## src/mrc_pkg.sv

```systemverilog
package mrc_pkg;

   ////////////////////////////////////////////////////////////////////////
   // Timing.
   localparam int unsigned CLK_HZ = 40_000_000;
   localparam int unsigned MS_CYCLES = CLK_HZ / 1000;
   localparam int unsigned TONE_HZ = 2000;
   localparam int unsigned TONE_HALF_CYCLES = CLK_HZ / (2 * TONE_HZ);
   localparam logic [12:0] HCF_STEP_MS = 13'h003C;
   localparam logic [12:0] LOOP_HOLD_MS = 13'h1388;
   localparam logic [12:0] LOOP_QUIET_MS = 13'h03E8;
   localparam logic [12:0] CAP_PERIOD_MS [8] = '{13'h014A, 13'h014A,
      13'h014A, 13'h014A, 13'h0294, 13'h0528, 13'h0528, 13'h19C8};

   ////////////////////////////////////////////////////////////////////////
   // Count limits.
   localparam logic [13:0] FULL_SCALE = 14'h19C8;
   localparam logic [13:0] UL_DEFAULT = 14'h01F4;
   localparam logic [13:0] UL_LOOPING = 14'h01CC;
   localparam logic [13:0] OVF_CE_660V = 14'h17D4;
   localparam logic [13:0] OVF_1000V = 14'h03F2;
   localparam logic [13:0] CONT_THR = 14'h012C;
   localparam logic [13:0] CONT_THR_PROT = 14'h01F4;
   localparam logic [13:0] DIODE_BEEP_THR = 14'h001E;
   localparam logic [13:0] DIODE_OPEN_THR = 14'h07D0;

   ////////////////////////////////////////////////////////////////////////
   // Range indices.
   localparam logic [2:0] RNG_V_660MV = 3'h0;
   localparam logic [2:0] RNG_V_6V = 3'h1;
   localparam logic [2:0] RNG_V_660V = 3'h3;
   localparam logic [2:0] RNG_V_1000V = 3'h4;
   localparam logic [2:0] RNG_R_TOP = 3'h5;
   localparam logic [2:0] RNG_C_TOP = 3'h7;
   localparam logic [2:0] RNG_C_CLAMP_MIN = 3'h3;
   localparam logic [2:0] RNG_C_PROT_TOP = 3'h6;
   localparam logic [2:0] RNG_NONE = 3'h0;

   ////////////////////////////////////////////////////////////////////////
   // Function codes, first pin in the top bit.
   localparam logic [3:0] FC_VOLT = 4'hB;
   localparam logic [3:0] FC_AUTO_LO = 4'hD;
   localparam logic [3:0] FC_AUTO_HI = 4'hF;
   localparam logic [3:0] FC_A66 = 4'h0;
   localparam logic [3:0] FC_CLAMP_6A = 4'hC;
   localparam logic [3:0] FC_CLAMP_66A = 4'h8;
   localparam logic [3:0] FC_CLAMP_660A = 4'hA;
   localparam logic [3:0] FC_CLAMP_6600A = 4'h9;
   localparam logic [3:0] FC_RES = 4'h3;
   localparam logic [3:0] FC_RES_ALT = 4'h7;
   localparam logic [3:0] FC_CONT = 4'h1;
   localparam logic [3:0] FC_CAP = 4'h6;

   typedef enum logic [7:0] {
      MD_OTHER = 8'h01,
      MD_VOLT = 8'h02,
      MD_CUR_AUTO = 8'h04,
      MD_CUR_MAN = 8'h08,
      MD_RES = 8'h10,
      MD_CONT = 8'h20,
      MD_DIODE = 8'h40,
      MD_CAP = 8'h80
   } mrc_mode_t;

   typedef enum logic [2:0] {
      CAP_IDLE = 3'h1,
      CAP_DISCH = 3'h2,
      CAP_MEAS = 3'h4
   } mrc_cap_t;

   typedef enum logic [1:0] {
      RT_DIVIDER = 2'h0,
      RT_SENSE_HIGH = 2'h1,
      RT_SENSE_LOW = 2'h2,
      RT_ADAPTER = 2'h3
   } mrc_route_t;

   // A strap bit is 1 when the pin is tied to the negative supply.
   typedef struct packed {
      logic voltage_start_strap;
      logic overflow_category_strap;
      logic resolution_shift_strap_alt;
      logic unit_symbol_strap;
      logic protection_strap;
   } mrc_strap_t;

   typedef struct packed {
      logic overload_flag;
      logic underrange_flag;
      logic discharge_message;
      logic unit_blank;
      logic fine_resolution;
   } mrc_display_t;

endpackage : mrc_pkg

```

## src/mrc_range_ctrl.sv

```systemverilog
// Behaviour
// - Voltage auto ranging picks among four divider settings, 6 V to 1000 V.
// - The 660 mV range is manual only, and only with the start strap open.
// - Start strap at V- makes auto ranging start at 660 V; lower ranges manual.
// - Category strap at V-: overflow at 610.0 V, 1000 V range never used.
// - Category strap open: overflow at 1010 V in the 1000 V range.
// - Reaching the active overflow level shows overload instead of a reading.
// - AC volts with high crest: step up every 60 ms until top range.
// - Range looping over 5 s lowers the underrange threshold from 500 to 460.
// - Resistance auto ranging picks among six reference settings.
// - Multimeter current codes select auto uA, auto mA or manual 66 A.
// - Clamp current codes select auto ranges or four manual full scales.
// - Auto current uses sense inputs; manual clamp uses the adapter input.
// - Unit strap at V- blanks micro and milli symbols; board keeps it open.
// - Clamp DC current offers a zero that subtracts a captured offset.
// - Capacitance has eight ranges with per-range measurement periods.
// - Each capacitance measurement is preceded by a discharge phase.
// - Clamp capacitance skips three low ranges; protection drops top range.
// - Continuity beeps at 2 kHz below 30 ohm, or 50 ohm with protection.
// - Diode beeps below 30 mV and shows overload when open or above 2 V.
`timescale 1ns/1ps
`default_nettype none

module mrc_range_ctrl #(
   parameter int unsigned MS_CYC = mrc_pkg::MS_CYCLES,
   parameter int unsigned TONE_HALF = mrc_pkg::TONE_HALF_CYCLES
) (
   input wire logic CLK,
   input wire logic ARST_N,
   input wire mrc_pkg::mrc_strap_t STRAPS,
   input wire logic [3:0] FUNCTION_CODE_PINS,
   input wire logic AC_SELECT_PIN,
   input wire logic FUNC_ALT,
   input wire logic MANUAL_EN,
   input wire logic RANGE_BTN,
   input wire logic ZERO_REQ,
   input wire logic [13:0] READING,
   input wire logic READING_VALID,
   input wire logic HIGH_CREST_DETECT,
   input wire logic DISCHARGED,
   output mrc_pkg::mrc_mode_t MODE,
   output logic [2:0] RANGE,
   output mrc_pkg::mrc_route_t ROUTE,
   output mrc_pkg::mrc_display_t DISPLAY,
   output logic [13:0] READING_OUT,
   output logic ZERO_ACTIVE,
   output logic CAP_LOW_CURRENT,
   output logic CAP_SAMPLE,
   output logic BUZZER
);
   import mrc_pkg::*;

   initial
   begin
      if (MS_CYC < 1 || MS_CYC > 65536)
         $error("mrc_range_ctrl: MS_CYC out of range");
   end

   ////////////////////////////////////////////////////////////////////////
   // Mode decode.
   mrc_mode_t mode_d;
   logic clamp_code;
   logic clamp_auto;
   logic cur_dc;
   mrc_strap_t st;

   assign st = STRAPS;
   assign cur_dc = ~(AC_SELECT_PIN ^ FUNC_ALT);
   assign clamp_auto = st.unit_symbol_strap;

   always_comb
   begin
      mode_d = MD_OTHER;
      clamp_code = 1'b0;
      case (FUNCTION_CODE_PINS)
         FC_VOLT: mode_d = MD_VOLT;
         FC_AUTO_LO, FC_AUTO_HI: mode_d = MD_CUR_AUTO;
         FC_A66: mode_d = MD_CUR_MAN;
         FC_CLAMP_6A, FC_CLAMP_66A, FC_CLAMP_660A, FC_CLAMP_6600A:
         begin
            mode_d = MD_CUR_MAN;
            clamp_code = 1'b1;
         end
         FC_RES, FC_RES_ALT:
            if (!AC_SELECT_PIN)
               mode_d = FUNC_ALT ? MD_CONT : MD_RES;
         FC_CONT:
            if (!AC_SELECT_PIN)
               mode_d = FUNC_ALT ? MD_DIODE : MD_CONT;
         FC_CAP: mode_d = MD_CAP;
         default: mode_d = MD_OTHER;
      endcase
   end

   logic clamp_man_q;
   logic mode_chg;
   assign mode_chg = (mode_d != MODE);

   always_ff @(posedge CLK or negedge ARST_N)
   begin
      if (!ARST_N)
      begin
         MODE <= MD_OTHER;
         clamp_man_q <= 1'b0;
      end
      else
      begin
         MODE <= mode_d;
         clamp_man_q <= clamp_code;
      end
   end

   ////////////////////////////////////////////////////////////////////////
   // Range limits per mode.
   logic [2:0] auto_min, auto_max, man_min;
   logic auto_ok;
   logic ac_volt;
   logic clamp_cap;

   assign ac_volt = (MODE == MD_VOLT) && (AC_SELECT_PIN ^ FUNC_ALT);
   assign clamp_cap = AC_SELECT_PIN;

   always_comb
   begin
      auto_min = RNG_NONE;
      auto_max = RNG_NONE;
      man_min = RNG_NONE;
      auto_ok = 1'b0;
      case (MODE)
         MD_VOLT:
         begin
            auto_ok = 1'b1;
            auto_min = st.voltage_start_strap ? RNG_V_660V : RNG_V_6V;
            man_min = st.voltage_start_strap ? RNG_V_6V : RNG_V_660MV;
            auto_max = st.overflow_category_strap ? RNG_V_660V
                                                  : RNG_V_1000V;
         end
         MD_CUR_AUTO:
         begin
            auto_ok = 1'b1;
            auto_max = 3'h1;
         end
         MD_RES:
         begin
            auto_ok = 1'b1;
            auto_max = RNG_R_TOP;
         end
         MD_DIODE:
         begin
            auto_min = RNG_V_6V;
            man_min = RNG_V_6V;
            auto_max = RNG_V_6V;
         end
         MD_CAP:
         begin
            auto_ok = 1'b1;
            auto_min = clamp_cap ? RNG_C_CLAMP_MIN : RNG_NONE;
            man_min = auto_min;
            auto_max = (clamp_cap && st.protection_strap) ? RNG_C_PROT_TOP
                                                        : RNG_C_TOP;
         end
         default:
         begin
            auto_min = RNG_NONE;
            auto_max = RNG_NONE;
         end
      endcase
   end

   ////////////////////////////////////////////////////////////////////////
   // Millisecond tick shared by every timer.
   logic [15:0] pre_q;
   logic ms_tick;
   assign ms_tick = (pre_q == 16'(MS_CYC - 1));

   always_ff @(posedge CLK or negedge ARST_N)
   begin
      if (!ARST_N)
         pre_q <= 16'h0000;
      else if (ms_tick)
         pre_q <= 16'h0000;
      else
         pre_q <= pre_q + 16'h0001;
   end

   ////////////////////////////////////////////////////////////////////////
   // High crest stepping timer.
   logic [12:0] hcf_ms_q;
   logic hcf_step;
   logic hcf_arm;
   assign hcf_arm = ac_volt && !MANUAL_EN && HIGH_CREST_DETECT
                    && (RANGE < auto_max);
   assign hcf_step = hcf_arm && ms_tick && (hcf_ms_q == HCF_STEP_MS - 13'h1);

   always_ff @(posedge CLK or negedge ARST_N)
   begin
      if (!ARST_N)
         hcf_ms_q <= 13'h0000;
      else if (!hcf_arm || hcf_step)
         hcf_ms_q <= 13'h0000;
      else if (ms_tick)
         hcf_ms_q <= hcf_ms_q + 13'h0001;
   end

   ////////////////////////////////////////////////////////////////////////
   // Range selection.
   logic [13:0] ul_thr;
   logic step_up, step_dn;
   logic [2:0] range_d;
   logic ul_low_q;

   assign ul_thr = ul_low_q ? UL_LOOPING : UL_DEFAULT;
   assign step_up = auto_ok && !MANUAL_EN && (hcf_step || (READING_VALID
                    && READING > FULL_SCALE)) && (RANGE < auto_max);
   assign step_dn = auto_ok && !MANUAL_EN && !hcf_step && READING_VALID
                    && READING < ul_thr && (RANGE > auto_min)
                    && !(ac_volt && HIGH_CREST_DETECT);

   always_comb
   begin
      range_d = RANGE;
      if (mode_chg)
         range_d = RNG_NONE;
      else if (MANUAL_EN && RANGE_BTN && auto_ok)
         range_d = (RANGE >= auto_max) ? man_min : RANGE + 3'h1;
      else if (MANUAL_EN && RANGE < man_min)
         range_d = man_min;
      else if (!MANUAL_EN && RANGE < auto_min)
         range_d = auto_min;
      else if (step_up)
         range_d = RANGE + 3'h1;
      else if (step_dn)
         range_d = RANGE - 3'h1;
   end

   always_ff @(posedge CLK or negedge ARST_N)
   begin
      if (!ARST_N)
         RANGE <= RNG_NONE;
      else
         RANGE <= range_d;
   end

   ////////////////////////////////////////////////////////////////////////
   // Range looping watch. A reversal of step direction keeps it alive; a
   // quiet second ends it. The lowered threshold stays until mode change.
   logic last_up_q, looping_q;
   logic [12:0] loop_ms_q, quiet_ms_q;
   logic reversal;
   assign reversal = (step_up && !last_up_q) || (step_dn && last_up_q);

   always_ff @(posedge CLK or negedge ARST_N)
   begin
      if (!ARST_N)
      begin
         last_up_q <= 1'b0;
         looping_q <= 1'b0;
         loop_ms_q <= 13'h0000;
         quiet_ms_q <= 13'h0000;
         ul_low_q <= 1'b0;
      end
      else if (mode_chg)
      begin
         looping_q <= 1'b0;
         loop_ms_q <= 13'h0000;
         quiet_ms_q <= 13'h0000;
         ul_low_q <= 1'b0;
      end
      else
      begin
         if (step_up || step_dn)
            last_up_q <= step_up;
         if (reversal)
         begin
            looping_q <= 1'b1;
            quiet_ms_q <= 13'h0000;
         end
         else if (looping_q && ms_tick)
         begin
            if (quiet_ms_q == LOOP_QUIET_MS)
            begin
               looping_q <= 1'b0;
               loop_ms_q <= 13'h0000;
            end
            else
               quiet_ms_q <= quiet_ms_q + 13'h0001;
         end
         if (looping_q && ms_tick && loop_ms_q != LOOP_HOLD_MS)
            loop_ms_q <= loop_ms_q + 13'h0001;
         if (looping_q && loop_ms_q == LOOP_HOLD_MS)
            ul_low_q <= 1'b1;
      end
   end

   ////////////////////////////////////////////////////////////////////////
   // Capacitance sequencing.
   mrc_cap_t cap_q;
   logic [12:0] cap_ms_q;

   always_ff @(posedge CLK or negedge ARST_N)
   begin
      if (!ARST_N)
      begin
         cap_q <= CAP_IDLE;
         cap_ms_q <= 13'h0000;
         CAP_SAMPLE <= 1'b0;
      end
      else
      begin
         CAP_SAMPLE <= 1'b0;
         if (MODE != MD_CAP || mode_chg)
            cap_q <= CAP_IDLE;
         else
            case (cap_q)
               CAP_IDLE: cap_q <= CAP_DISCH;
               CAP_DISCH:
                  if (DISCHARGED)
                  begin
                     cap_q <= CAP_MEAS;
                     cap_ms_q <= 13'h0000;
                  end
               CAP_MEAS:
                  if (range_d != RANGE)
                     cap_q <= CAP_DISCH;
                  else if (ms_tick)
                  begin
                     if (cap_ms_q == CAP_PERIOD_MS[RANGE] - 13'h1)
                     begin
                        CAP_SAMPLE <= 1'b1;
                        cap_q <= CAP_DISCH;
                     end
                     else
                        cap_ms_q <= cap_ms_q + 13'h0001;
                  end
               default: cap_q <= CAP_IDLE;
            endcase
      end
   end

   ////////////////////////////////////////////////////////////////////////
   // Zero offset for clamp DC current.
   logic [13:0] offset_q;
   logic zero_ok;
   assign zero_ok = cur_dc && ((MODE == MD_CUR_MAN && clamp_man_q)
                    || (MODE == MD_CUR_AUTO && clamp_auto));

   always_ff @(posedge CLK or negedge ARST_N)
   begin
      if (!ARST_N)
      begin
         offset_q <= 14'h0000;
         ZERO_ACTIVE <= 1'b0;
      end
      else if (!zero_ok || mode_chg)
      begin
         offset_q <= 14'h0000;
         ZERO_ACTIVE <= 1'b0;
      end
      else if (ZERO_REQ)
      begin
         offset_q <= ZERO_ACTIVE ? 14'h0000 : READING_OUT;
         ZERO_ACTIVE <= ~ZERO_ACTIVE;
      end
   end

   // Offsets larger than the reading clip at zero rather than wrap.
   always_ff @(posedge CLK or negedge ARST_N)
   begin
      if (!ARST_N)
         READING_OUT <= 14'h0000;
      else if (READING_VALID)
         READING_OUT <= (READING > offset_q) ? READING - offset_q
                                             : 14'h0000;
   end

   ////////////////////////////////////////////////////////////////////////
   // Overload, beeper request, routing and display flags.
   logic ovl_d, beep_d, beep_q;
   mrc_route_t route_d;

   always_comb
   begin
      ovl_d = READING > FULL_SCALE
              && (MANUAL_EN || !auto_ok || RANGE >= auto_max);
      if (MODE == MD_VOLT && st.overflow_category_strap
          && RANGE == RNG_V_660V && READING >= OVF_CE_660V)
         ovl_d = 1'b1;
      if (MODE == MD_VOLT && !st.overflow_category_strap
          && RANGE == RNG_V_1000V && READING >= OVF_1000V)
         ovl_d = 1'b1;
      if (MODE == MD_DIODE && READING > DIODE_OPEN_THR)
         ovl_d = 1'b1;
      beep_d = 1'b0;
      if (MODE == MD_CONT)
         beep_d = READING < (st.protection_strap ? CONT_THR_PROT
                                                 : CONT_THR);
      if (MODE == MD_DIODE)
         beep_d = READING < DIODE_BEEP_THR;
      route_d = RT_DIVIDER;
      if (MODE == MD_CUR_AUTO)
         route_d = (RANGE == 3'h0) ? RT_SENSE_LOW : RT_SENSE_HIGH;
      else if (MODE == MD_CUR_MAN)
         route_d = clamp_man_q ? RT_ADAPTER : RT_SENSE_HIGH;
   end

   always_ff @(posedge CLK or negedge ARST_N)
   begin
      if (!ARST_N)
      begin
         DISPLAY <= '0;
         beep_q <= 1'b0;
         ROUTE <= RT_DIVIDER;
         CAP_LOW_CURRENT <= 1'b0;
      end
      else
      begin
         if (READING_VALID || mode_chg)
         begin
            DISPLAY.overload_flag <= ovl_d && !mode_chg;
            beep_q <= beep_d && !mode_chg;
         end
         DISPLAY.underrange_flag <= ul_low_q;
         DISPLAY.discharge_message <= (cap_q == CAP_DISCH);
         DISPLAY.unit_blank <= st.unit_symbol_strap;
         DISPLAY.fine_resolution <= (MODE == MD_RES) && (RANGE == RNG_R_TOP)
                                    && st.resolution_shift_strap_alt;
         ROUTE <= route_d;
         CAP_LOW_CURRENT <= (MODE == MD_CAP) && clamp_cap
                            && st.protection_strap;
      end
   end

   mrc_tone #(
      .HALF_CYCLES(TONE_HALF)
   ) u_tone (
      .CLK(CLK),
      .ARST_N(ARST_N),
      .EN(beep_q),
      .TONE(BUZZER)
   );

endmodule : mrc_range_ctrl

`default_nettype wire

```

## src/mrc_tone.sv

```systemverilog
`timescale 1ns/1ps
`default_nettype none

module mrc_tone #(
   parameter int unsigned HALF_CYCLES = 10000
) (
   input wire logic CLK,
   input wire logic ARST_N,
   input wire logic EN,
   output logic TONE
);
   import mrc_pkg::*;

   initial
   begin
      if (HALF_CYCLES < 1 || HALF_CYCLES > 65536)
         $error("mrc_tone: HALF_CYCLES out of range");
   end

   logic [15:0] cnt_q;

   // The tone restarts from low on each enable so a beep never begins
   // with a truncated half period.
   always_ff @(posedge CLK or negedge ARST_N)
   begin
      if (!ARST_N)
      begin
         cnt_q <= 16'h0000;
         TONE <= 1'b0;
      end
      else if (!EN)
      begin
         cnt_q <= 16'h0000;
         TONE <= 1'b0;
      end
      else if (cnt_q == 16'(HALF_CYCLES - 1))
      begin
         cnt_q <= 16'h0000;
         TONE <= ~TONE;
      end
      else
         cnt_q <= cnt_q + 16'h0001;
   end

endmodule : mrc_tone

`default_nettype wire

```

## config.mk

```make
export PLATFORM = sky130hd
export DESIGN_NAME = mrc_range_ctrl
export DESIGN_NICKNAME = d
export VERILOG_FILES = /design/src/mrc_pkg.sv /design/src/mrc_range_ctrl.sv /design/src/mrc_tone.sv
export SDC_FILE = /design/constraint.sdc
export NUM_CORES = 1
export LEC_CHECK = 0
export BUFFER_PORTS_ARGS = -buffer_cell sky130_fd_sc_hd__buf_2
export CAP_MARGIN = 25
export CORE_MARGIN = 3
export CORE_UTILIZATION = 43
export CTS_CLUSTER_SIZE = 28
export DETAILED_ROUTE_END_ITERATION = 7
export HOLD_SLACK_MARGIN = 0.12
export PLACE_DENSITY = 0.58
export SLEW_MARGIN = 20
export SYNTH_ARGS = -nofsm -noshare
export SYNTH_HDL_FRONTEND = slang
export SYNTH_SLANG_ARGS = --single-unit
```

## constraint.sdc

```tcl
create_clock -name CLK -period 6.15 [get_ports CLK]
set_clock_uncertainty 0.05 [all_clocks]
set_input_delay 0.9225 -clock CLK [delete_from_list [all_inputs] [get_ports CLK]]
set_output_delay 0.9225 -clock CLK [all_outputs]
set_load 0.01 [all_outputs]
```

==> reports/metrics.csv, run 1 <==
metric;value;unit
p_leak;4.40;nW
synthTopCellsByArea;dfrtp_1 (39%), ha_1 (6.3%), nor2_1 (4.2%), xor2_1 (4.0%), nand2_1 (3.5%);
endpoint_kind;register;
nFillCells;1951;
post_drt_wl_per_cell;16.5;µm
rr_worst_depth;14;
setup_viol;0;
drive_gt1_frac;0.116;
p_clk_frac;0.482;
fp-row-count;52;
clk_latency;0.43;ns
syn_area_per_cell;8.92;µm²
nets;1143;
critical_path_arrival;5.08;ns
ios;69;
grt_max_degree;95;
crit_family;compound AO/OA/AOI/OAI gates;
cts_buffers;17;
power.switching;0.606;mW
cp_slowest_cell;o211ai_2;
drt_wl_total;22200;µm
synth_top_family_by_area;simple AND/OR/NAND/NOR gates;
cts.path.max_buffers;2;
ctsRootBufferMaster;clkbuf_16;
irDropWorstVdd;0.164;mV
grt_overflow;0;
dieWidth;150;µm
crit_chain;nor4_1 > nand4_1 > o21ai_0 > nor2_1 > ha_1 > and3b_1 > a2111oi_0 > nand3_1 > o22a_1 > o211ai_1 > a21oi_1 > o211ai_2 > nor3_1 > mux2i_1;
final.setup.tns;0;ns
seq_area_frac_synth;0.396;
drv_slew;0;
grt_pass1_wl;37500;µm
hold_violations;0;
cts_hold_buf;0;
final_cell_mix;dfrtp_1 (140), nor2_1 (99), nand2_1 (84);
worst_path_largest_cell_delay;0.69;ns
antenna-diode-count;0;
gp_congestion;0.876;
drt-initial-drc-count;652;
period_minus_slack;4.83;ns
synth_ff_type;dfrtp_1;
rsz0062_at_grt;false;
area_growth;13.5;%
clkTransAtPathRegs;0.07;ns
initial_utilization;0.440;
numPortBuffers;68;
via_per_inst;5.61;
dp.final_hpwl;15500;µm
cts_resized;0;
synth_compound_area_frac;0.157;
required;6.40;ns
synth_xor_area_frac;0.0664;
cp_max_fo;18;
yosysUniqueCellTypes;81;
combPwrFrac;0.096;
dr.pass1.iters;5;
powerDensity;225;nW/µm²
clkSinkCount;142;
async_flop_share;1.00;
max-cap-violations;0;
fmax;207;MHz
p_sw_frac;0.264;
syn_inst;1005;
tightest_slew;0.990;ns
post-place-ws;1.39;ns
yosys.area_share.simple;0.258;
synth_top_cell_area_share;0.391;
syn_area;8970;µm²
rrSetupSlack;1.32;ns
slew_headroom;0.340;
ys_ff_latch;142;
antenna_found_initial;1;
drt.antenna.violating_nets;0;
cts_tree;done;
hp-class;reg -> reg;
coreArea;20400;µm²
finalCritPeriodShare;0.785;
synth_edf_count;0;
hold_depth;1;
final_common_cell;dfrtp_1;
crit_type;reg -> reg;
status;finished clean;
yosysTopAreaCell;dfrtp_1;
cts_setup_buffers;0;
cp_num_cells;14;
syn_nets;1084;
worst_setup_path_start_kind;register;
path_buf_inv;0;
track_usage;0.205;
seqPwrFrac;0.422;
crit-reg2reg-launch;MODE[7];
cp-startpoint;MODE[7];
synth.area.mux_share;0.0180;
die_h;150;µm
h-tree-depth;4;
p_int;1.69;mW
timing.final.ws_setup;1.32;ns
yosys.area_share.adder;0.0650;
drc;0;
yosysWarningCount;0;
die_area;22600;µm²
grt_pass1_vias;7230;
num_vias;7555;
hp-start;u_tone.cnt_q[0];
-- Yosys cell counts (18+ instances only) --
cell and count:
clkbuf_1 23, nor4_1 18, o21ai_0 49, nor3_1 21, xnor2_1 27, dfrtp_1 140, nand2b_1 27, nand4_1 28
a21oi_1 48, xor2_1 41, inv_1 55, ha_1 45, nand3_1 41, nor2_1 100, nand2_1 84, and3_1 26
-- path summary, 6_finish.rpt --
check	end
worst min register to register	u_tone.cnt_q[0]
worst min-delay path	u_tone.cnt_q[0]
worst max register to register	cap_ms_q[1]
min in group asynchronous	pre_q[12]
max in group asynchronous	RANGE[2]
worst max-delay path	cap_ms_q[1]
-- cell families after synthesis --
group	after synthesis
flops	142
xor+xnor	68
fa+ha+maj	46
buf+inv	89
compound gates	207
mux	16
simple gates	437
-- per-layer routing --
metal,GRT usage,part of all wire,vias to the layer above
met4,0.0558,0.011,2
met2,0.316,0.45,159
met1,0.298,0.50,3612
met5,0,0.00059,-
li1,-,-,3762
met3,0.0373,0.041,20
-- through the flow --
step | instance area, µm² | utilization | power, mW | hold WS (ns) | cells
2_1_floorplan | 8970 | - | 1.11 | 0.370 | 1005
3_3_place_gp | 9550 | 0.469 | 1.20 | 0.396 | 1315
3_5_place_dp | 9550 | 0.469 | 1.21 | 0.396 | 1315
4_1_cts | 10200 | 0.500 | 2.32 | 0.404 | 1347
5_1_grt | 10200 | 0.500 | 2.39 | 0.418 | 1347
6_report | 10200 | 0.500 | 2.29 | 0.402 | 1347
-- power groups by stage --
stage               sequential, mW  combinational, mW  clock, mW
floorplan                    0.988              0.124          0
global placement             0.984              0.219          0
detailed placement           0.985              0.220          0
CTS                          0.967              0.221       1.13
global route                 0.970              0.248       1.17
finish                       0.967              0.220       1.11
-- layout make-up --
cell class	count	area (µm²)	share of cell area
tap	270	338	0.0332
multi-input combinational	774	5070	0.498
sequential	142	3560	0.349
inverter	56	210	0.0207
timing repair buffer	73	384	0.0377
clock buffer	18	439	0.0431
clock inverter	14	185	0.0182
-- sequential cells by signal, summed over array words and instances (netlist names), 2 cells and up --
name          cells
offset_q         14
RANGE             3
pre_q            16
cap_q             3
quiet_ms_q       13
cap_ms_q         13
DISPLAY           5
MODE              8
ROUTE             2
loop_ms_q        13
u_tone.cnt_q     16
hcf_ms_q         13
READING_OUT      14
Note: power is estimated with default switching activity, not from simulation.
==> run 2: changes to the inputs <==
PLACE_DENSITY = 0.61   (was 0.58)
clock period = 4 ns   (was 6.15 ns; I/O delays follow)
==> reports/metrics.csv, run 2 (synthesized netlist as in run 1, its figures left out) <==
metric;value;unit;change
status;finished clean;;
initial_utilization;0.440;;unchanged
dieWidth;150;µm;unchanged
dr.pass1.iters;5;;unchanged
clk_latency;0.43;ns;about the same
dp.final_hpwl;16100;µm;+3.8%
via_per_inst;5.52;;-1.6%
slew_headroom;0.417;;+0.0764
crit_type;reg -> reg;;
fmax;259;MHz;+25%
drive_gt1_frac;0.170;;+0.0536
track_usage;0.203;;-0.00262
period_minus_slack;3.86;ns;-0.972 ns
clkSinkCount;142;;unchanged
drt_wl_total;22400;µm;+0.78%
nets;1192;;+4.3%
grt_pass1_vias;7408;;+2.5%
hold_violations;0;;unchanged
irDropWorstVdd;0.260;mV;+59%
cp-startpoint;MODE[7];;
die_h;150;µm;unchanged
grt_pass1_wl;37000;µm;-1.1%
cts_tree;done;;
utilization;0.525;;+0.0247
critical_path_arrival;4.16;ns;-0.92 ns
tightest_slew;0.875;ns;-0.115 ns
drc;0;;unchanged
cp_max_fo;18;;unchanged
final_cell_mix;dfrtp_1 (139), nor2_1 (99), nand2_1 (84);;
coreArea;20400;µm²;unchanged
post_drt_wl_per_cell;16.0;µm;-2.8%
die_area;22600;µm²;unchanged
gp_congestion;0.876;;about the same
p_leak;4.66;nW;+5.9%
drt.antenna.violating_nets;0;;unchanged
endpoint_kind;register;;
num_vias;7706;;+2.0%
whs;0.252;ns;-0.150 ns
ctsRootBufferMaster;clkbuf_16;;
antenna-diode-count;0;;unchanged
antenna_found_initial;2;;+1
required;4.30;ns;-2.10 ns
grt_max_degree;107;;+13%
reg_top3;pre_q x16, u_tone.cnt_q x16;;
drv_slew;0;;unchanged
max-cap-violations;0;;unchanged
powerDensity;327;nW/µm²;+45%
cts_buffers;17;;unchanged
h-tree-depth;4;;unchanged
fp-row-count;52;;unchanged
hp-class;in -> async;;
rrSetupSlack;0.14;ns;-1.18 ns
setup_viol;0;;unchanged
final_common_cell;dfrtp_1;;
grt_overflow;0;;unchanged
numPortBuffers;68;;unchanged
clkTransAtPathRegs;0.06;ns;about the same
crit-reg2reg-launch;MODE[7];;
drt-initial-drc-count;406;;-38%
ios;69;;unchanged
finalCritPeriodShare;0.964;;+0.179
cts.path.max_buffers;2;;unchanged
area_growth;19.1;%;
worst_setup_path_start_kind;register;;
run 2: cell count changes in the layout (fill, tap and decap cells not counted), sizes merged:
cell and delta:
clkinv -4, clkinvlp +1, inv +3, buf +48, clkbuf +2, bufinv -1
run 2: through the flow:
| stage | cell area [µm²] | total power, mW | cells | TNS [ns] | worst slack, ns |
|---|---|---|---|---|---|
| after floorplan | 8970 | 1.71 | 1005 | 0 | 0.0394 |
| after global placement | 9940 | 1.88 | 1363 | -0.0859 | -0.0435 |
| after detailed placement | 9940 | 1.88 | 1363 | -0.196 | -0.0707 |
| after CTS | 10500 | 3.51 | 1395 | 0 | 0.0161 |
| after global routing | 10700 | 3.65 | 1396 | -0.0580 | -0.0385 |
| final | 10700 | 3.49 | 1396 | 0 | 0.145 |
run 2: what timing repair did:
| item | in CTS | in global routing |
|---|---|---|
| gates resized for setup | 1 | 24 |
| cloned | 0 | 0 |
| setup endpoints to repair | 8 | 30 |
| hold buffers | 0 | 0 |
| endpoints found under the hold margin | 0 | 0 |
| pin swaps | 0 | 3 |
| setup buffers | 0 | 1 |
run 2: routing by layer:
layer | wire [µm] | GRT usage
met1 | 10900 | 0.283
met2 | 10200 | 0.322
met3 | 853 | 0.0385
met4 | 357 | 0.0558
met5 | 8 | 0
run 2: power breakdown:
| group | switching, mW | internal [mW] |
|---|---|---|
| clock network | 0.673 | 0.950 |
| registers | 0.0211 | 1.46 |
| logic | 0.234 | 0.151 |
| total | 0.928 | 2.56 |
run 2: area by class of cell:
type | count | area, µm²
fillers | 1872 | 9680
clock buffers | 19 | 443
inverters | 56 | 210
flip-flops and latches | 142 | 3560
multi-input cells | 774 | 5200
well taps | 270 | 338
clock inverters | 13 | 151
repair buffers | 122 | 783
run 2: worst paths after layout:
kind	endpoint	depth (start not counted)
min in group CLK	DISPLAY[1]	1
hold / removal	pre_q[6]	1
hold reg to reg	DISPLAY[3]	0
max in group asynchronous	MODE[0]	2
setup / recovery	cap_ms_q[7]	15
setup reg to reg	cap_ms_q[7]	15
run 2: critical path, cell delays in order (launching register included):
cell and delay, ns:
dfrtp_1 0.40, nor4_2 0.28, buf_4 0.16, and4_1 0.24, a21oi_1 0.09, ha_1 0.30, and3b_1 0.22, a2111oi_4 0.31
o311ai_2 0.17, o221ai_1 0.25, a2bb2oi_2 0.18, o2111a_1 0.25, a211oi_4 0.06, buf_12 0.18, or4_1 0.50, a21oi_1 0.15
